`config.mk`:
```
export PLATFORM = sky130hd
export DESIGN_NAME = wls_status_bank
export DESIGN_NICKNAME = d
export VERILOG_FILES = /design/src/wls_spi_slave.v /design/src/wls_status_bank.v /design/src/wls_sync.v
export VERILOG_INCLUDE_DIRS = /design/src /design/src/shared
export SDC_FILE = /design/constraint.sdc
export NUM_CORES = 1
export LEC_CHECK = 0
export BUFFER_PORTS_ARGS = -buffer_cell sky130_fd_sc_hd__buf_2
export CAP_MARGIN = 20
export CORE_UTILIZATION = 50
export CTS_CLUSTER_DIAMETER = 40
export CTS_CLUSTER_SIZE = 25
export DETAILED_ROUTE_END_ITERATION = 6
export GPL_TIMING_DRIVEN = 0
export HOLD_SLACK_MARGIN = 0.06
export PLACE_DENSITY = 0.7
export SLEW_MARGIN = 20
export SYNTH_ARGS = -nofsm -noshare
export SYNTH_HDL_FRONTEND = slang
export SYNTH_SLANG_ARGS = --single-unit
```
`constraint.sdc`:
```
create_clock -name clk -period 3.05 [get_ports clk]
set_clock_uncertainty 0.15 [all_clocks]
set_input_delay 0.61 -clock clk [delete_from_list [all_inputs] [get_ports clk]]
set_output_delay 0.61 -clock clk [all_outputs]
set_load 0.02 [all_outputs]
```
`src/shared/wls_defs.vh`:
```
`ifndef WLS_DEFS_VH
`define WLS_DEFS_VH

// ****************************************
// Register addresses (7-bit)
// ****************************************
`define WLS_ADDR_GPIO_WAKE 7'h47
`define WLS_ADDR_IN_LEVEL 7'h48
`define WLS_ADDR_HS_OVERLOAD 7'h54
`define WLS_ADDR_HS_OPEN_LOAD 7'h55
`define WLS_ADDR_PN_WAKE 7'h70

// ****************************************
// Reset values
// ****************************************
`define WLS_RST_BYTE 8'h00
`define WLS_RST_STATUS_BYTE 8'h00

// ****************************************
// Field positions
// ****************************************
`define WLS_BIT_SECOND_GPIO_WAKE 5
`define WLS_BIT_FIRST_GPIO_WAKE 4
`define WLS_BIT_DEV_MODE 7
`define WLS_BIT_PULLUP_CFG 6
`define WLS_BIT_SECOND_GPIO_LVL 5
`define WLS_BIT_FIRST_GPIO_LVL 4
`define WLS_BIT_SYNC 6
`define WLS_BIT_SILENCE 3
`define WLS_BIT_PN_ACTIVE 2
`define WLS_BIT_WUP 1
`define WLS_BIT_WUF 0

// ****************************************
// Serial frame layout
// ****************************************
`define WLS_FRAME_BITS 5'h10
`define WLS_ADDR_BITS 5'h07

// ****************************************
// Mode encodings
// ****************************************
`define WLS_SBC_NORMAL 2'h1
`define WLS_SBC_STOP 2'h2
`define WLS_GPIO_CFG_WAKE 3'h1
`define WLS_GPIO_CFG_LOW_SIDE 3'h2
`define WLS_GPIO_CFG_HIGH_SIDE 3'h3
`define WLS_CAN_MODE_NO_PN 3'h4

// ****************************************
// Counts and timing
// ****************************************
`define WLS_ECNT_OVERFLOW 6'h20
`define WLS_CLK_MHZ 25
`define WLS_SILENCE_US 1000

`endif

```
`src/wls_spi_slave.v`:
```
`timescale 1ns/10ps
`include "wls_defs.vh"
module wls_spi_slave (
    input wire clk,
    input wire resetn,
    input wire cs_n,
    input wire sclk,
    input wire sdi,
    input wire [7:0] rdata,
    output reg [6:0] addr_r,
    output reg [7:0] wdata_r,
    output reg wr_pulse_r,
    output reg rd_load_r,
    output reg sdo_r,
    output reg sdo_oe_r
);
    reg cs_d_r;
    reg sclk_d_r;
    reg rw_r;
    reg [4:0] bit_cnt_r;
    reg [15:0] shift_in_r;
    reg [7:0] shift_out_r;
    wire [7:0] status_byte = `WLS_RST_STATUS_BYTE;
    wire cs_fall = cs_d_r & ~cs_n;
    wire cs_rise = ~cs_d_r & cs_n;
    wire sclk_rise = ~sclk_d_r & sclk & ~cs_n;
    wire sclk_fall = sclk_d_r & ~sclk & ~cs_n;

    always @(posedge clk) begin
        if (!resetn) begin
            cs_d_r <= 1'b1;
            sclk_d_r <= 1'b0;
            rw_r <= 1'b0;
            bit_cnt_r <= 5'h00;
            shift_in_r <= 16'h0000;
            shift_out_r <= 8'h00;
            addr_r <= 7'h00;
            wdata_r <= 8'h00;
            wr_pulse_r <= 1'b0;
            rd_load_r <= 1'b0;
            sdo_r <= 1'b0;
            sdo_oe_r <= 1'b0;
        end else begin
            cs_d_r <= cs_n;
            sclk_d_r <= sclk;
            wr_pulse_r <= 1'b0;
            rd_load_r <= 1'b0;
            sdo_oe_r <= ~cs_n;
            if (cs_fall) begin
                bit_cnt_r <= 5'h00;
                sdo_r <= status_byte[0];
                shift_out_r <= {1'b0, status_byte[7:1]};
            end
            if (sclk_rise) begin
                shift_in_r <= {sdi, shift_in_r[15:1]};
                if (bit_cnt_r != 5'h1f)
                    bit_cnt_r <= bit_cnt_r + 5'h01;
                if (bit_cnt_r == `WLS_ADDR_BITS) begin
                    // Address is complete, fetch read data for the second byte
                    addr_r <= shift_in_r[15:9];
                    rw_r <= sdi;
                    rd_load_r <= 1'b1;
                end
            end
            if (rd_load_r)
                shift_out_r <= rdata;
            else if (sclk_fall) begin
                sdo_r <= shift_out_r[0];
                shift_out_r <= {1'b0, shift_out_r[7:1]};
            end
            // Only whole frames commit, short or long frames are dropped
            if (cs_rise && bit_cnt_r == `WLS_FRAME_BITS && rw_r) begin
                wdata_r <= shift_in_r[15:8];
                wr_pulse_r <= 1'b1;
            end
        end
    end
endmodule

```
`src/wls_status_bank.v`:
```
`timescale 1ns/10ps
`include "wls_defs.vh"
// Summary of operation
// RULE1 - GPIO wake register: bit5 second GPIO, bit4 first GPIO, sticky until cleared
// RULE2 - GPIO wake register bits 7:6 and 3:0 always read zero
// RULE3 - Level register bit7 shows development mode sensed on test pin
// RULE4 - Level register bit6 is one when interrupt pull-up was found
// RULE5 - Level bits 5 and 4 show GPIO levels, also in switch configurations
// RULE6 - Level bits 2..0 show wake input levels; bit3 reads zero
// RULE7 - GPIO levels refresh in Normal and Stop when wake, low- or high-side
// RULE8 - Cyclic wake inputs hold last sample, rewritten on each sampling
// RULE9 - GPIO pins never use cyclic sampling
// RULE10 - Overload register: sticky flag per switch in bits 3..0, upper zero
// RULE11 - Open-load register: sticky flag per switch in bits 3..0
// RULE12 - Sync bit set after error-free frame while selective wake runs
// RULE13 - Silence bit set when bus idle past timeout during selective wake
// RULE14 - Active bit only with no system error, config valid, mode bit2 set
// RULE15 - Selective wake starts on mode change unless new mode is 100
// RULE16 - Wake pattern bit set once pattern detected
// RULE17 - Wake frame bit set once valid wake frame detected
// RULE18 - System error on config error or counter overflow, only while enabled
// RULE19 - Writes to read-only or unused bits change nothing
module wls_status_bank #(
    parameter SILENCE_CYCLES = `WLS_SILENCE_US * `WLS_CLK_MHZ
) (
    input wire clk,
    input wire resetn,
    input wire spi_cs_n,
    input wire spi_sclk,
    input wire spi_sdi,
    output wire spi_sdo,
    output wire spi_sdo_oe,
    input wire [1:0] sbc_mode,
    input wire [2:0] first_gpio_cfg,
    input wire [2:0] second_gpio_cfg,
    input wire [1:0] gpio_pin,
    input wire [2:0] wake_pin,
    input wire [2:0] wake_cyclic,
    input wire [2:0] wake_sample_strobe,
    input wire fail_output_test_pin,
    input wire pullup_config_found,
    input wire [1:0] gpio_wake_event,
    input wire [3:0] hs_overload_event,
    input wire [3:0] hs_open_load_event,
    input wire [2:0] can_mode,
    input wire configuration_valid_bit,
    input wire pn_config_error,
    input wire pn_frame_ok,
    input wire pn_frame_error,
    input wire can_bus_activity,
    input wire can_wup_detected,
    input wire can_wuf_detected,
    input wire system_error_clear,
    output reg partial_network_system_error,
    output reg partial_network_active_flag,
    output reg [5:0] frame_error_count
);

    // ****************************************
    // Helpers
    // ****************************************
    // Hardware set wins over a clear in the same cycle
    function [3:0] sticky;
        input [3:0] cur;
        input [3:0] set;
        input [3:0] clr;
        begin
            sticky = set | (cur & ~clr);
        end
    endfunction

    function gpio_tracked;
        input [1:0] mode;
        input [2:0] cfg;
        begin
            gpio_tracked = (mode == `WLS_SBC_NORMAL || mode == `WLS_SBC_STOP) &&
                (cfg == `WLS_GPIO_CFG_WAKE || cfg == `WLS_GPIO_CFG_LOW_SIDE ||
                 cfg == `WLS_GPIO_CFG_HIGH_SIDE);
        end
    endfunction

    // ****************************************
    // Pin synchronisers
    // ****************************************
    wire [2:0] spi_q;
    wire [5:0] pin_q;

    wls_sync #(.W(3)) u_spi_sync (
        .clk(clk),
        .resetn(resetn),
        .d({spi_cs_n, spi_sclk, spi_sdi}),
        .q(spi_q)
    );

    wls_sync #(.W(6)) u_pin_sync (
        .clk(clk),
        .resetn(resetn),
        .d({fail_output_test_pin, gpio_pin, wake_pin}),
        .q(pin_q)
    );

    wire dev_mode_q = pin_q[5];
    wire [1:0] gpio_q = pin_q[4:3];
    wire [2:0] wake_q = pin_q[2:0];

    // ****************************************
    // Serial access
    // ****************************************
    wire [6:0] addr;
    wire [7:0] wdata;
    wire wr_pulse;
    reg [7:0] rdata;

    wls_spi_slave u_spi (
        .clk(clk),
        .resetn(resetn),
        .cs_n(spi_q[2]),
        .sclk(spi_q[1]),
        .sdi(spi_q[0]),
        .rdata(rdata),
        .addr_r(addr),
        .wdata_r(wdata),
        .wr_pulse_r(wr_pulse),
        .rd_load_r(),
        .sdo_r(spi_sdo),
        .sdo_oe_r(spi_sdo_oe)
    );

    // Clear-by-write: a zero written to a flag clears it, a one leaves it
    wire wr_gpio_wake = wr_pulse && addr == `WLS_ADDR_GPIO_WAKE;
    wire wr_overload = wr_pulse && addr == `WLS_ADDR_HS_OVERLOAD;
    wire wr_open_load = wr_pulse && addr == `WLS_ADDR_HS_OPEN_LOAD;

    // ****************************************
    // Wake source and switch flags
    // ****************************************
    reg [1:0] gpio_wake_r;
    reg [3:0] overload_r;
    reg [3:0] open_load_r;
    wire [3:0] gpio_wake_clr;
    wire [3:0] gpio_wake_nxt;

    assign gpio_wake_clr = wr_gpio_wake ? {2'b00, ~wdata[5:4]} : 4'h0;
    assign gpio_wake_nxt = sticky({2'b00, gpio_wake_r}, {2'b00, gpio_wake_event},
                                  gpio_wake_clr);

    always @(posedge clk) begin
        if (!resetn) begin
            gpio_wake_r <= 2'b00;
            overload_r <= 4'h0;
            open_load_r <= 4'h0;
        end else begin
            gpio_wake_r <= gpio_wake_nxt[1:0]; // RULE1
            overload_r <= sticky(overload_r, hs_overload_event,
                                 wr_overload ? ~wdata[3:0] : 4'h0); // RULE10
            open_load_r <= sticky(open_load_r, hs_open_load_event,
                                  wr_open_load ? ~wdata[3:0] : 4'h0); // RULE11
        end
    end

    // ****************************************
    // Input levels
    // ****************************************
    reg dev_mode_r;
    reg pullup_r;
    reg [1:0] gpio_lvl_r;
    reg [2:0] wake_lvl_r;
    integer i;

    always @(posedge clk) begin
        if (!resetn) begin
            dev_mode_r <= 1'b0;
            pullup_r <= 1'b0;
            gpio_lvl_r <= 2'b00;
            wake_lvl_r <= 3'h0;
        end else begin
            dev_mode_r <= dev_mode_q; // RULE3
            pullup_r <= pullup_config_found; // RULE4
            // Switch configurations still report the pin level
            if (gpio_tracked(sbc_mode, first_gpio_cfg))
                gpio_lvl_r[0] <= gpio_q[0]; // RULE5 RULE7 RULE9
            if (gpio_tracked(sbc_mode, second_gpio_cfg))
                gpio_lvl_r[1] <= gpio_q[1]; // RULE5 RULE7 RULE9
            for (i = 0; i < 3; i = i + 1) begin
                if (!wake_cyclic[i] || wake_sample_strobe[i])
                    wake_lvl_r[i] <= wake_q[i]; // RULE6 RULE8
            end
        end
    end

    // ****************************************
    // Selective wake status
    // ****************************************
    reg [2:0] can_mode_r;
    reg sync_r;
    reg silence_r;
    reg wup_r;
    reg wuf_r;
    reg [31:0] silence_cnt_r;
    wire pn_enabled = can_mode[2];
    wire mode_change = can_mode != can_mode_r;
    wire pn_allowed = !partial_network_system_error && configuration_valid_bit && pn_enabled;
    wire pn_start = mode_change && can_mode != `WLS_CAN_MODE_NO_PN && pn_allowed;
    wire ecnt_full = frame_error_count == `WLS_ECNT_OVERFLOW;
    wire partial_network_system_error_set = pn_enabled && (pn_config_error || ecnt_full);
    reg active_nxt;
    reg [5:0] ecnt_nxt;

    always @* begin
        active_nxt = partial_network_active_flag;
        if (!pn_allowed || partial_network_system_error_set)
            active_nxt = 1'b0; // RULE14
        else if (pn_start)
            active_nxt = 1'b1; // RULE15
    end

    always @* begin
        ecnt_nxt = frame_error_count;
        if (pn_start)
            ecnt_nxt = 6'h00;
        else if (pn_enabled && pn_frame_error && !ecnt_full)
            ecnt_nxt = frame_error_count + 6'h01;
        else if (pn_enabled && pn_frame_ok && frame_error_count != 6'h00 && !ecnt_full)
            ecnt_nxt = frame_error_count - 6'h01;
    end

    always @(posedge clk) begin
        if (!resetn) begin
            can_mode_r <= 3'h0;
            partial_network_system_error <= 1'b0;
            partial_network_active_flag <= 1'b0;
            frame_error_count <= 6'h00;
            sync_r <= 1'b0;
            silence_r <= 1'b0;
            wup_r <= 1'b0;
            wuf_r <= 1'b0;
            silence_cnt_r <= 32'h0000_0000;
        end else begin
            can_mode_r <= can_mode;
            // Sets only while selective wake is enabled; system_error_clear clears it in any mode
            if (partial_network_system_error_set)
                partial_network_system_error <= 1'b1; // RULE18
            else if (system_error_clear)
                partial_network_system_error <= 1'b0;
            partial_network_active_flag <= active_nxt;
            frame_error_count <= ecnt_nxt;
            if (!partial_network_active_flag)
                sync_r <= 1'b0;
            else if (pn_frame_ok)
                sync_r <= 1'b1; // RULE12
            if (!partial_network_active_flag || can_bus_activity) begin
                silence_cnt_r <= 32'h0000_0000;
                silence_r <= 1'b0;
            end else if (silence_cnt_r >= SILENCE_CYCLES - 1) begin
                silence_r <= 1'b1; // RULE13
            end else begin
                silence_cnt_r <= silence_cnt_r + 32'h0000_0001;
            end
            // A fresh activation forgets earlier detections
            if (can_wup_detected)
                wup_r <= 1'b1; // RULE16
            else if (pn_start)
                wup_r <= 1'b0;
            if (can_wuf_detected)
                wuf_r <= 1'b1; // RULE17
            else if (pn_start)
                wuf_r <= 1'b0;
        end
    end

    // ****************************************
    // Read decode
    // ****************************************
    // Write data is only used as a clear mask on the three flag registers
    always @* begin
        case (addr)
            `WLS_ADDR_GPIO_WAKE:
                rdata = {2'b00, gpio_wake_r, 4'h0}; // RULE2 RULE19
            `WLS_ADDR_IN_LEVEL:
                rdata = {dev_mode_r, pullup_r, gpio_lvl_r, 1'b0, wake_lvl_r}; // RULE6
            `WLS_ADDR_HS_OVERLOAD:
                rdata = {4'h0, overload_r}; // RULE10
            `WLS_ADDR_HS_OPEN_LOAD:
                rdata = {4'h0, open_load_r};
            `WLS_ADDR_PN_WAKE:
                rdata = {1'b0, sync_r, 2'b00, silence_r, partial_network_active_flag,
                         wup_r, wuf_r};
            default:
                rdata = `WLS_RST_BYTE;
        endcase
    end

endmodule

```
`src/wls_sync.v`:
```
`timescale 1ns/10ps
module wls_sync #(
    parameter W = 1
) (
    input wire clk,
    input wire resetn,
    input wire [W-1:0] d,
    output reg [W-1:0] q
);
    reg [W-1:0] meta_r;

    always @(posedge clk) begin
        if (!resetn) begin
            meta_r <= {W{1'b0}};
            q <= {W{1'b0}};
        end else begin
            meta_r <= d;
            q <= meta_r;
        end
    end
endmodule

```
[Word-level counts from Yosys, hierarchy flattened]
Index checks and enable logic that the tools add are counted.
Word-level totals
  bits in registers: 131
  logic and storage cells: 150
  output and inout port bits: 10
Cells by class
  equality and inequality tests: 19
  $lt $le $gt $ge: 1
  reductions and logical operators: 47
  bitwise operators: 22
  add/subtract/negate cells: 4
  muxes and demuxes: 22
Operators with widths (number)
  $pmux W8 S5: 1
  $eq A7 B7 Y1 const B: 5
  $add A32 B1 Y32 const B: 1
  $ge A32 B15 Y1 const B: 1
  $mux W8: 3
  $logic_and A1 B1 Y1: 17
  $mux W5: 3
  $eq A3 B2 Y1 const B: 4
  $mux W6: 2
  $not A4 Y4: 3
  $logic_or A1 B1 Y1: 11
  $mux W1: 10
  $and A4 B4 Y4: 2
  $mux W4: 2
  $or A4 B4 Y4: 2
  $reduce_bool A2 Y1: 4
  $logic_not A1 Y1: 7
  $add A6 B1 Y6 const B: 1
  $and A1 B1 Y1: 6
  $eq A3 B1 Y1 const B: 2
  $eq A6 B6 Y1 const B: 1
  $reduce_and A2 Y1: 3
  $reduce_bool A6 Y1: 1
  $reduce_or A2 Y1: 3
  15 further kinds: 20

[Depth between registers and ports, before layout]
Gate-level depths: netlist of the first run.
  depth after elaboration: 6
  depth in mapped cells: 10
  mapped depth without buffers: 9

[Hierarchy]
Synthesis of the first run repeated with hierarchy kept, for this count alone.
Unflattened totals
  cells, all modules: 517
  area, all modules: 5099.9 sq um
By module, submodules not included
  wls_status_bank: seq. area each 1281.2 sq um, area each 2875.3 sq um, cells an instance 309, instances 1
  wls_spi_slave: seq. area each 860.8 sq um, area each 1730.4 sq um, cells an instance 171, instances 1
  wls_sync at u_pin_sync: seq. area each 240.2 sq um, area each 336.6 sq um, cells an instance 25, instances 1
  wls_sync at u_spi_sync: seq. area each 120.1 sq um, area each 157.7 sq um, cells an instance 12, instances 1

[Least setup slack after synthesis of the first run]
Ideal clock, no wire load.
  path kind: input -> register
  start point: input port can_mode[2]
  end point: register frame_error_count[5]
  setup slack: 0.307 ns
  buffers on the path: 1
  stages on the path: 10
  data required time: 2.805 ns
  arrival: 2.498 ns
  library setup time: 0.095 ns
  cells stage by stage: clkbuf_1 -> nand2_1 -> a31oi_1 -> inv_1 -> ha_1 -> a211oi_1 -> o21ai_0 -> o21ai_0 -> mux2_2 -> a221oi_1
Between the ends
  word-level cells in the longest chain between the ends: 4
Ends and longest elaborated chain
  from (decl): line wls_status_bank.v:45  | input wire [2:0] can_mode,
  $ne A3 B3 Y1 (tied with other cells): line wls_status_bank.v:201  | wire mode_change = can_mode != can_mode_r;
  $logic_and A1 B1 Y1, on equally long branches
  $logic_and A1 B1 Y1, on equally long branches: line wls_status_bank.v:203, wls_status_bank.v:223
  $reduce_or A2 Y1 (no source line) / $reduce_bool A2 Y1 (equally long branches)
  to (signal assigned): line wls_status_bank.v:246  | frame_error_count <= ecnt_nxt;
  to (decl): line wls_status_bank.v:56  | output reg [5:0] frame_error_count
Several ways; a longest one is shown, not always the timed one.
A chain may end at the register's enable or synchronous reset.

[Worst setup path after layout of the first run]
  start point: register frame_error_count[0]
  end point: register frame_error_count[5]
Between the ends
  word-level cells in the longest chain between the ends: 4
Ends and longest elaborated chain
  parallel branches: the longest is 4 deep, another holds $sub A6 B1 Y6
Parallel ways; which one is timed is not known. The select of a mux whose other input is x is not followed.

==> flow_metrics.tcl, run 1 <==
set metrics [dict create \
    period_minus_slack_ps 2760 \
    synthesis.nets 584 \
    p_per_area_mw_per_mm2 669 \
    rows 35 \
    grt_max_degree 17 \
    dpl-instance-area_mm2 0.00538 \
    design.core.area_mm2 0.00942 \
    grt_pass1_wl_mm 17.8 \
    final_util 0.633 \
    first_pass_iters 5 \
    fin_nets 658 \
    intPower_w 0.00303 \
    dp_hpwl_mm 7.24 \
    synth_area_mm2 0.00494 \
    via_per_inst 5.38 \
    drtIter0Drc 176 \
    synthTopCellsByCount "dfxtp_1 (123), nor2_1 (57), and2_1 (42)" \
    crit_arrival_ps 3020 \
    die_w_um 101 \
    gp_congestion 0.881 \
    min_period_over_period 0.904 \
    rr_startpoint "frame_error_count[0]" \
    startpoint "frame_error_count[0]" \
    dieArea_mm2 0.0103 \
    ys_async_sr_fraction 0 \
    finalHoldViolCount 0 \
    clkLatencyLatePin_ps 510 \
    synth_seq_area_share 0.498 \
    clock_sinks 123 \
    fp.dieH_um 101 \
    cts_tree "done" \
    n_antenna_cell 0 \
    synth_ff_type "dfxtp_1" \
    wl_mm 10.6 \
    ys_ff_latch 123 \
    synth_top_area_cell "dfxtp_1" \
    drc 0 \
    fmax_mhz 363 \
    synth_edf_count 0 \
    cts_max_path_buffers 2 \
    ir_drop_mv 0.350 \
    syn_inst 528 \
    relSlewSlack 0.287 \
    power_w 0.00398 \
    grt_overflow 0 \
    yosys.cell_count.top_type "dfxtp_1" \
    synth_cell_types 50 \
    cts-root-buf "clkbuf_8" \
    grt_usage 0.223 \
    area_delta_synth_final_pct 20.5 \
    rsz0062_at_grt "no" \
    cts_setup_buffers 0 \
    design_area_mm2 0.00596 \
    layout-drive-gt1-share 0.161 \
    cts-htree-levels 4 \
    numCtsBuffers 17 \
    ff2ff_setup_slack_ps 290 \
    clkPwrFrac 0.480 \
    critPathLaunchType "flip-flop" \
    worstMarginPinSlew_ps 1060 \
    critical_path_class "flip-flop to flip-flop" \
    ant_nets 0 \
    antenna_found_initial 0 \
    seq_power_share 0.427 \
    setup_violations 0 \
    ioPinCount 57 \
    syn_avg_cell_area_um2 9.36 \
    timing.hold.ws_ps 147 \
    crit_required_ps 3310 \
    setup_tns_ps 0 \
    reg2reg_to "frame_error_count[5]" \
    wl_per_cell_um 14.3 \
    synthTopCellsByArea "dfxtp_1 (50%), mux2i_1 (6.5%), and2_1 (5.3%)" \
    start_util 0.525 \
    cp-end-kind "flip-flop" \
    first_global_vias 3778 \
    drv_slew 0 \
    maxCapViolations 0 \
    reg2reg_depth 9 \
    cts_hold_buffers 0 \
    p_sw_w 0.000951 \
    worst-path-max-fanout 6 \
    p_comb_frac 0.093 \
    ctsResizeCount 0 \
    port_buffers 55 \
    switching_share 0.239 \
    yosys_warnings 0 \
    routed-via-count 4001 \
    leakage_nw 2.52 \
    cp-endpoint "frame_error_count[5]" \
    path_clk_slew_ps 60 \
    status "finished, final reports clean" \
    min_path_type "input pin to flip-flop" \
    synth_top_area_frac 0.498 \
]
==> cell usage in the layout, fill, tap and decap left out, types with 3 or more instances in the layout <==
| master | synthesis | final |
|---|---|---|
| nand2b_1 | 8 | 8 |
| mux2_2 | 5 | 5 |
| inv_1 | 23 | 23 |
| dfxtp_1 | 123 | 123 |
| nor4_2 | 3 | 4 |
| buf_1 | 5 | 5 |
| or3_1 | 4 | 4 |
| clkbuf_16 | 0 | 16 |
| nor2_1 | 57 | 57 |
| buf_2 | 3 | 58 |
| nor4_1 | 4 | 3 |
| nor3_1 | 6 | 6 |
| a21o_1 | 6 | 6 |
| a22oi_1 | 11 | 11 |
| a211oi_1 | 3 | 3 |
| or4_1 | 10 | 10 |
| ha_1 | 8 | 8 |
| mux2i_1 | 32 | 32 |
| o21ai_0 | 20 | 20 |
| o31ai_1 | 11 | 11 |
| a31oi_1 | 5 | 5 |
| clkbuf_8 | 0 | 3 |
| a32oi_1 | 3 | 3 |
| nand3_1 | 14 | 14 |
| nand2_1 | 29 | 29 |
| a21oi_1 | 37 | 37 |
| and3_1 | 3 | 3 |
| and2_1 | 42 | 42 |
| clkinvlp_4 | 0 | 5 |
| xor2_1 | 4 | 4 |
| nor3b_1 | 3 | 3 |
| xnor2_1 | 4 | 4 |
| clkbuf_1 | 14 | 17 |
==> power by group through the flow <==
| stage | Sequential, W | Combinational [W] | Clock, W |
|---|---|---|---|
| finish | 0.00170 | 0.000369 | 0.00191 |
| global route | 0.00171 | 0.000417 | 0.00201 |
| CTS | 0.00170 | 0.000370 | 0.00193 |
| detailed placement | 0.00173 | 0.000365 | 0 |
| global placement | 0.00173 | 0.000353 | 0 |
| floorplan | 0.00175 | 0.000237 | 0 |
==> sequential cells by signal, indices dropped and copies added (netlist names), 6 cells and up <==
signal / count
u_pin_sync.q: 6
silence_cnt_r: 32
u_spi.wdata_r: 6
u_spi.addr_r: 7
frame_error_count: 6
u_spi.shift_out_r: 8
u_pin_sync.meta_r: 6
u_spi.shift_in_r: 8
==> per-stage QoR <==
step                std cells  worst slack [ps]
floorplan                 528               307
global placement          712              81.3
detailed placement        712             -29.2
CTS                       744               163
global route              744              32.0
finish                    744               292
==> layout make-up <==
cell class / count / area (um2)
repair buffers: 55 / 275
inverters: 23 / 86.3
clock buffers: 22 / 453
plain buffers: 22 / 86.3
clock inverters: 10 / 116
multi-input cells: 360 / 2310
well taps: 129 / 161
flip-flops and latches: 123 / 2460
fillers: 808 / 3460
==> kinds of logic (layout without fill, tap and decap cells) <==
group	after synthesis	count (layout)	share of synthesized area
buf+inv	45	132	0.0349
flops	123	123	0.498
compound gates	104	104	0.132
fa+ha+maj	9	9	0.0243
mux	37	37	0.0762
xor+xnor	8	8	0.0142
simple gates	202	202	0.221
==> critical path, stage by stage (launching register included) <==
cell,delay [ps]
dfxtp_1,380
nor4_2,370
a31oi_1,160
inv_1,190
ha_1,280
a211oi_1,230
o21ai_0,110
o21ai_0,170
mux2_2,380
a221oi_1,250
==> per-layer routing <==
metal | GRT usage | up-vias | part of all wire
li1 | - | 2006 | -
met1 | 0.284 | 1858 | 0.47
met2 | 0.368 | 125 | 0.47
met3 | 0.0462 | 12 | 0.048
met4 | 0.0936 | 0 | 0.0095
met5 | 0 | - | 0
==> worst min-delay path by stage <==
stage	depth (start not counted)	slack [ps]	end	start
after floorplan	1	260	dev_mode_r	u_pin_sync.q[5]
after global placement	1	260	u_pin_sync.q[4]	u_pin_sync.meta_r[4]
after detailed placement	1	270	u_pin_sync.q[0]	u_pin_sync.meta_r[0]
after CTS	2	140	u_pin_sync.meta_r[2]	wake_pin[2]
after global routing	2	140	u_pin_sync.meta_r[0]	wake_pin[0]
final	2	150	u_pin_sync.meta_r[2]	wake_pin[2]
Power figures use the tool's default switching activity.
==> inputs of run 2 (changes only) <==
Settings changed: REMOVE_ABC_BUFFERS set to 1.
==> flow_metrics.tcl, run 2 (same netlist as run 1, synthesis figures left out) <==
set metrics [dict create \
    status "finished, final reports clean" \
    layout_commonest_cell "dfxtp_1" \
    crit_arrival_ps 3000 \
    via_per_inst 5.36 \
    die_w_um 101 \
    final_cells 722 \
    port_buffers 56 \
    fmax_mhz 363 \
    startpoint "frame_error_count[0]" \
    final_util 0.625 \
    clkLatencyLatePin_ps 500 \
    grt_max_degree 46 \
    layout-drive-gt1-share 0.170 \
    seq_power_share 0.437 \
    area_delta_synth_final_pct 19.1 \
    place_inst 693 \
    critical_path_class "flip-flop to flip-flop" \
    met3_length_um 438 \
    ant_nets 0 \
    design.core.area_mm2 0.00942 \
    setup_violations 0 \
    min_path_type "input pin to flip-flop" \
    reg2reg_to "frame_error_count[5]" \
    first_global_vias 3689 \
    drv_slew 0 \
    fillers 788 \
    min_from "wake_pin[1]" \
    worstMarginPinSlew_ps 1120 \
    wl_met2_mm 4.82 \
    most-common-layout-cells "dfxtp_1 (123), nor2_1 (57), buf_2 (56), and2_1 (42), a21oi_1 (37)" \
    hold_depth 2 \
    switching_share 0.231 \
    rsz0062_at_grt "no" \
    drc 0 \
    fin_nets 639 \
    n_antenna_cell 0 \
    cts-root-buf "clkbuf_8" \
    fp.dieH_um 101 \
    cp_cell_sequence "nor4_2 > a31oi_1 > inv_1 > ha_1 > a211oi_1 > o21ai_0 > o21ai_0 > mux2_2 > a221oi_1" \
    clkPwrFrac 0.467 \
    drtIter0Drc 142 \
    critPathLaunchType "flip-flop" \
    cts_tree "done" \
    dpl-instance-area_mm2 0.00533 \
    reg2reg_depth 9 \
    numCtsBuffers 17 \
    relSlewSlack 0.248 \
    met1Wirelength_mm 4.66 \
    slowest_delay_ps 380 \
    p_comb_frac 0.095 \
    grt_overflow 0 \
    post-place-ws_ps 165 \
    power_w 0.00390 \
    grt_usage 0.211 \
    p_per_area_mw_per_mm2 662 \
    setup_slack_ps 299 \
    top_regs "silence_cnt_r: 32 flops, u_spi.shift_in_r: 8 flops, u_spi.shift_out_r: 8 flops" \
    ioPinCount 57 \
    dp_hpwl_mm 6.74 \
    routed-via-count 3870 \
    highest_layer "met4" \
    start_util 0.525 \
    cts_setup_buffers 0 \
    cts-htree-levels 4 \
    leakage_nw 2.52 \
    crit_top_cell "o21ai_0" \
    ir_drop_mv 0.444 \
    gp_congestion 0.775 \
    wl_mm 9.99 \
    worst-path-max-fanout 6 \
    crit_required_ps 3300 \
    regMostFlops "silence_cnt_r" \
    rr_startpoint "frame_error_count[0]" \
    rows 35 \
    clock_sinks 123 \
    finalHoldViolCount 0 \
    maxCapViolations 0 \
    min_period_over_period 0.902 \
    cts_max_path_buffers 2 \
    period_minus_slack_ps 2750 \
    antenna_found_initial 0 \
    design_area_mm2 0.00589 \
    p_sw_w 0.000898 \
    cts_hold_buffers 0 \
    intPower_w 0.00300 \
    largest_reg_flops 32 \
    whs_endpoint "u_pin_sync.meta_r[1]" \
    ff2ff_setup_slack_ps 300 \
    path_clk_slew_ps 50 \
    wl_per_cell_um 13.8 \
    first_pass_iters 4 \
    cp-end-kind "flip-flop" \
    grt_pass1_wl_mm 16.9 \
    crit_slowest_cell "dfxtp_1" \
    dieArea_mm2 0.0103 \
]
-- run 2: cell types whose count changed in the layout (fill, tap and decap cells not counted), moves of 2 or more --
| cell | previous run | this run |
|---|---|---|
| clkbuf_8 | 3 | 6 |
| clkbuf_1 | 17 | 0 |
| buf_2 | 58 | 56 |
| clkinvlp_4 | 5 | 1 |
| clkinv_2 | 2 | 4 |
| buf_1 | 5 | 0 |
-- run 2: worst max path at each step --
| stage | end | slack [ps] | cells past startpoint |
|---|---|---|---|
| 2_1_floorplan | u_spi.addr_r[0] | 350 | 4 |
| 3_3_place_gp | u_spi.addr_r[2] | -240 | 4 |
| 3_5_place_dp | frame_error_count[5] | 160 | 10 |
| 4_1_cts | frame_error_count[5] | 210 | 9 |
| 5_1_grt | frame_error_count[5] | 120 | 9 |
| 6_report | frame_error_count[5] | 300 | 9 |
-- run 2: cell type report --
class                           count  area (um2)  area share
Clock inverter                      7        66.3      0.0113
Timing Repair Buffer               58         308      0.0523
Multi-Input combinational cell    360        2320       0.394
Sequential cell                   123        2460       0.418
Tap cell                          129         161      0.0274
Clock buffer                       22         483      0.0820
Inverter                           23        86.3      0.0147
-- run 2: power groups by stage --
stage               logic (W)  registers [W]  clock network [W]
floorplan            0.000230        0.00175                  0
global placement     0.000346        0.00173                  0
detailed placement   0.000367        0.00173                  0
CTS                  0.000369        0.00170            0.00186
global route         0.000414        0.00171            0.00194
finish               0.000371        0.00170            0.00182
-- run 2: through the flow --
stage	hold WS (ps)	setup TNS (ps)
finish	162	0
global route	141	0
CTS	139	0
detailed placement	267	0
global placement	265	-1900
floorplan	262	0
-- run 2: per-layer routing --
metal  vias to the layer above  track usage
li1                       1964            -
met1                      1815        0.260
met2                        85        0.357
met3                         6       0.0552
met4                         0       0.0769
met5                         -            0
-- run 2: critical path, delay by kind of cell, from the launching register on --
kind / cells / cell delay [ps]
flip-flops: 1 / 380
multiplexers: 1 / 380
AO/OA/AOI/OAI: 5 / 910
AND/OR/NAND/NOR: 1 / 380
adder cells (fa/ha/maj): 1 / 280
buffers and inverters: 1 / 190
-- run 2: what timing repair did --
| action | in CTS | in global routing |
|---|---|---|
| endpoints found under the hold margin | 0 | 0 |
| resized for setup | 0 | 1 |
| setup endpoints to repair | 0 | 1 |
==> inputs of run 3 (changes only) <==
Clock period 3.05 ns to 2.62 ns, I/O delays scaled along.
==> flow_metrics.tcl, run 3 (same netlist as run 1, synthesis figures left out) <==
set metrics [dict create \
    setup_violations 0 \
    ioPinCount 57 \
    antenna_found_initial 0 \
    largest_reg_flops 32 \
    routed-via-count 3913 \
    gp_congestion 0.775 \
    min_period_over_period 0.992 \
    most-common-layout-cells "dfxtp_1 (122), nor2_1 (57), buf_2 (56), and2_1 (42), a21oi_1 (37)" \
    first_global_vias 3752 \
    critical_path_class "flip-flop to flip-flop" \
    highest_layer "met4" \
    first_pass_iters 4 \
    fp.dieH_um 101 \
    drtIter0Drc 130 \
    crit_arrival_ps 2850 \
    fin_nets 651 \
    reg2reg_depth 11 \
    p_per_area_mw_per_mm2 767 \
    layout_commonest_cell "dfxtp_1" \
    dieArea_mm2 0.0103 \
    worst-path-max-fanout 5 \
    regMostFlops "silence_cnt_r" \
    wl_per_cell_um 14.0 \
    cp-end-kind "flip-flop" \
    rows 35 \
    ff2ff_setup_slack_ps 20 \
    hold_depth 2 \
    finalHoldViolCount 0 \
    drc 0 \
    grt_overflow 0 \
    die_w_um 101 \
    start_util 0.525 \
    ant_nets 0 \
    layout-drive-gt1-share 0.183 \
    grt_pass1_wl_mm 17.1 \
    worstMarginPinSlew_ps 1130 \
    met3_length_um 418 \
    drv_slew 0 \
    multi_input_area_mm2 0.00235 \
    n_antenna_cell 0 \
    grt_usage 0.214 \
    reg2reg_to "frame_error_count[5]" \
    numCtsBuffers 17 \
    post-place-ws_ps -190 \
    critPathLaunchType "flip-flop" \
    wl_mm 10.3 \
    place_inst 693 \
    cts_max_path_buffers 2 \
    rr_startpoint "frame_error_count[1]" \
    min_path_type "input pin to flip-flop" \
    grt_max_degree 46 \
    fmax_mhz 385 \
    path_clk_slew_ps 60 \
    area_delta_synth_final_pct 21.9 \
    dp_hpwl_mm 6.74 \
    clock_sinks 123 \
    cts_tree "done" \
    maxCapViolations 0 \
    design.core.area_mm2 0.00942 \
    period_minus_slack_ps 2600 \
    fillers 765 \
    cts-htree-levels 4 \
    final_cells 734 \
    seq_area_mm2 0.00247 \
    status "finished, final reports clean" \
    met1Wirelength_mm 4.75 \
    ir_drop_mv 0.523 \
    clkLatencyLatePin_ps 500 \
    setup_slack_ps 20.9 \
    relSlewSlack 0.240 \
    whs_endpoint "u_spi_sync.meta_r[1]" \
    port_buffers 56 \
    wl_met2_mm 5.06 \
    top_regs "silence_cnt_r: 32 flops, u_spi.shift_in_r: 8 flops, u_spi.shift_out_r: 8 flops" \
    cts-root-buf "clkbuf_8" \
    min_from "spi_sclk" \
    crit_required_ps 2880 \
    leakage_nw 2.58 \
    via_per_inst 5.33 \
]
[run 3: worst max path at each step]
stage / start / end / cells past startpoint
2_1_floorplan: u_spi_sync.q[2] / u_spi.addr_r[0] / 4
3_3_place_gp: u_spi_sync.q[2] / u_spi.addr_r[2] / 4
3_5_place_dp: frame_error_count[0] / frame_error_count[5] / 9
4_1_cts: frame_error_count[0] / frame_error_count[5] / 9
5_1_grt: frame_error_count[1] / frame_error_count[5] / 11
6_report: frame_error_count[1] / frame_error_count[5] / 11
[run 3: layout make-up]
class,instances,area share
Clock buffer,22,0.0801
Tap cell,129,0.0268
Sequential cell,123,0.409
Inverter,23,0.0143
Clock inverter,7,0.0110
Timing Repair Buffer,70,0.0689
Multi-Input combinational cell,360,0.390
[run 3: timing repair]
item,4_1_cts,5_1_grt
gates resized for setup,4,6
hold buffers,7,0
pin swaps,0,2
endpoints found under the hold margin,7,0
buffers inserted,0,5
gates cloned,0,0
setup endpoints to repair,1,1
[run 3: per-stage QoR]
stage	util	hold slack [ps]	cell area, um2	TNS (ps)	power (W)
after floorplan	-	262	4860	-606	0.00231
after global placement	0.563	265	5300	-6420	0.00242
after detailed placement	0.566	267	5330	-190	0.00245
after CTS	0.634	60.0	5970	0	0.00460
after global routing	0.640	78.5	6030	-129	0.00482
final	0.640	80.4	6030	0	0.00463
[run 3: power breakdown]
group / total (W) / switching [W] / internal (W)
clock: 0.00212 / 0.000763 / 0.00136
sequential: 0.00199 / 0.0000569 / 0.00193
combinational: 0.000512 / 0.000267 / 0.000245
[run 3: worst max-delay path, cell delays in order, from the launching register on]
cell,delay (ps)
dfxtp_1,460
nor4_4,70
a31oi_2,210
inv_2,90
buf_4,140
ha_1,320
o21ai_0,90
o21ai_0,140
o21ai_1,150
buf_4,170
a41o_1,230
a221oi_2,270
[run 3: routing by layer]
metal  track usage  vias to the layer above
met5             0                        -
met4        0.0769                        0
met3        0.0552                        4
met2         0.365                       92
met1         0.260                     1832
li1              -                     1985
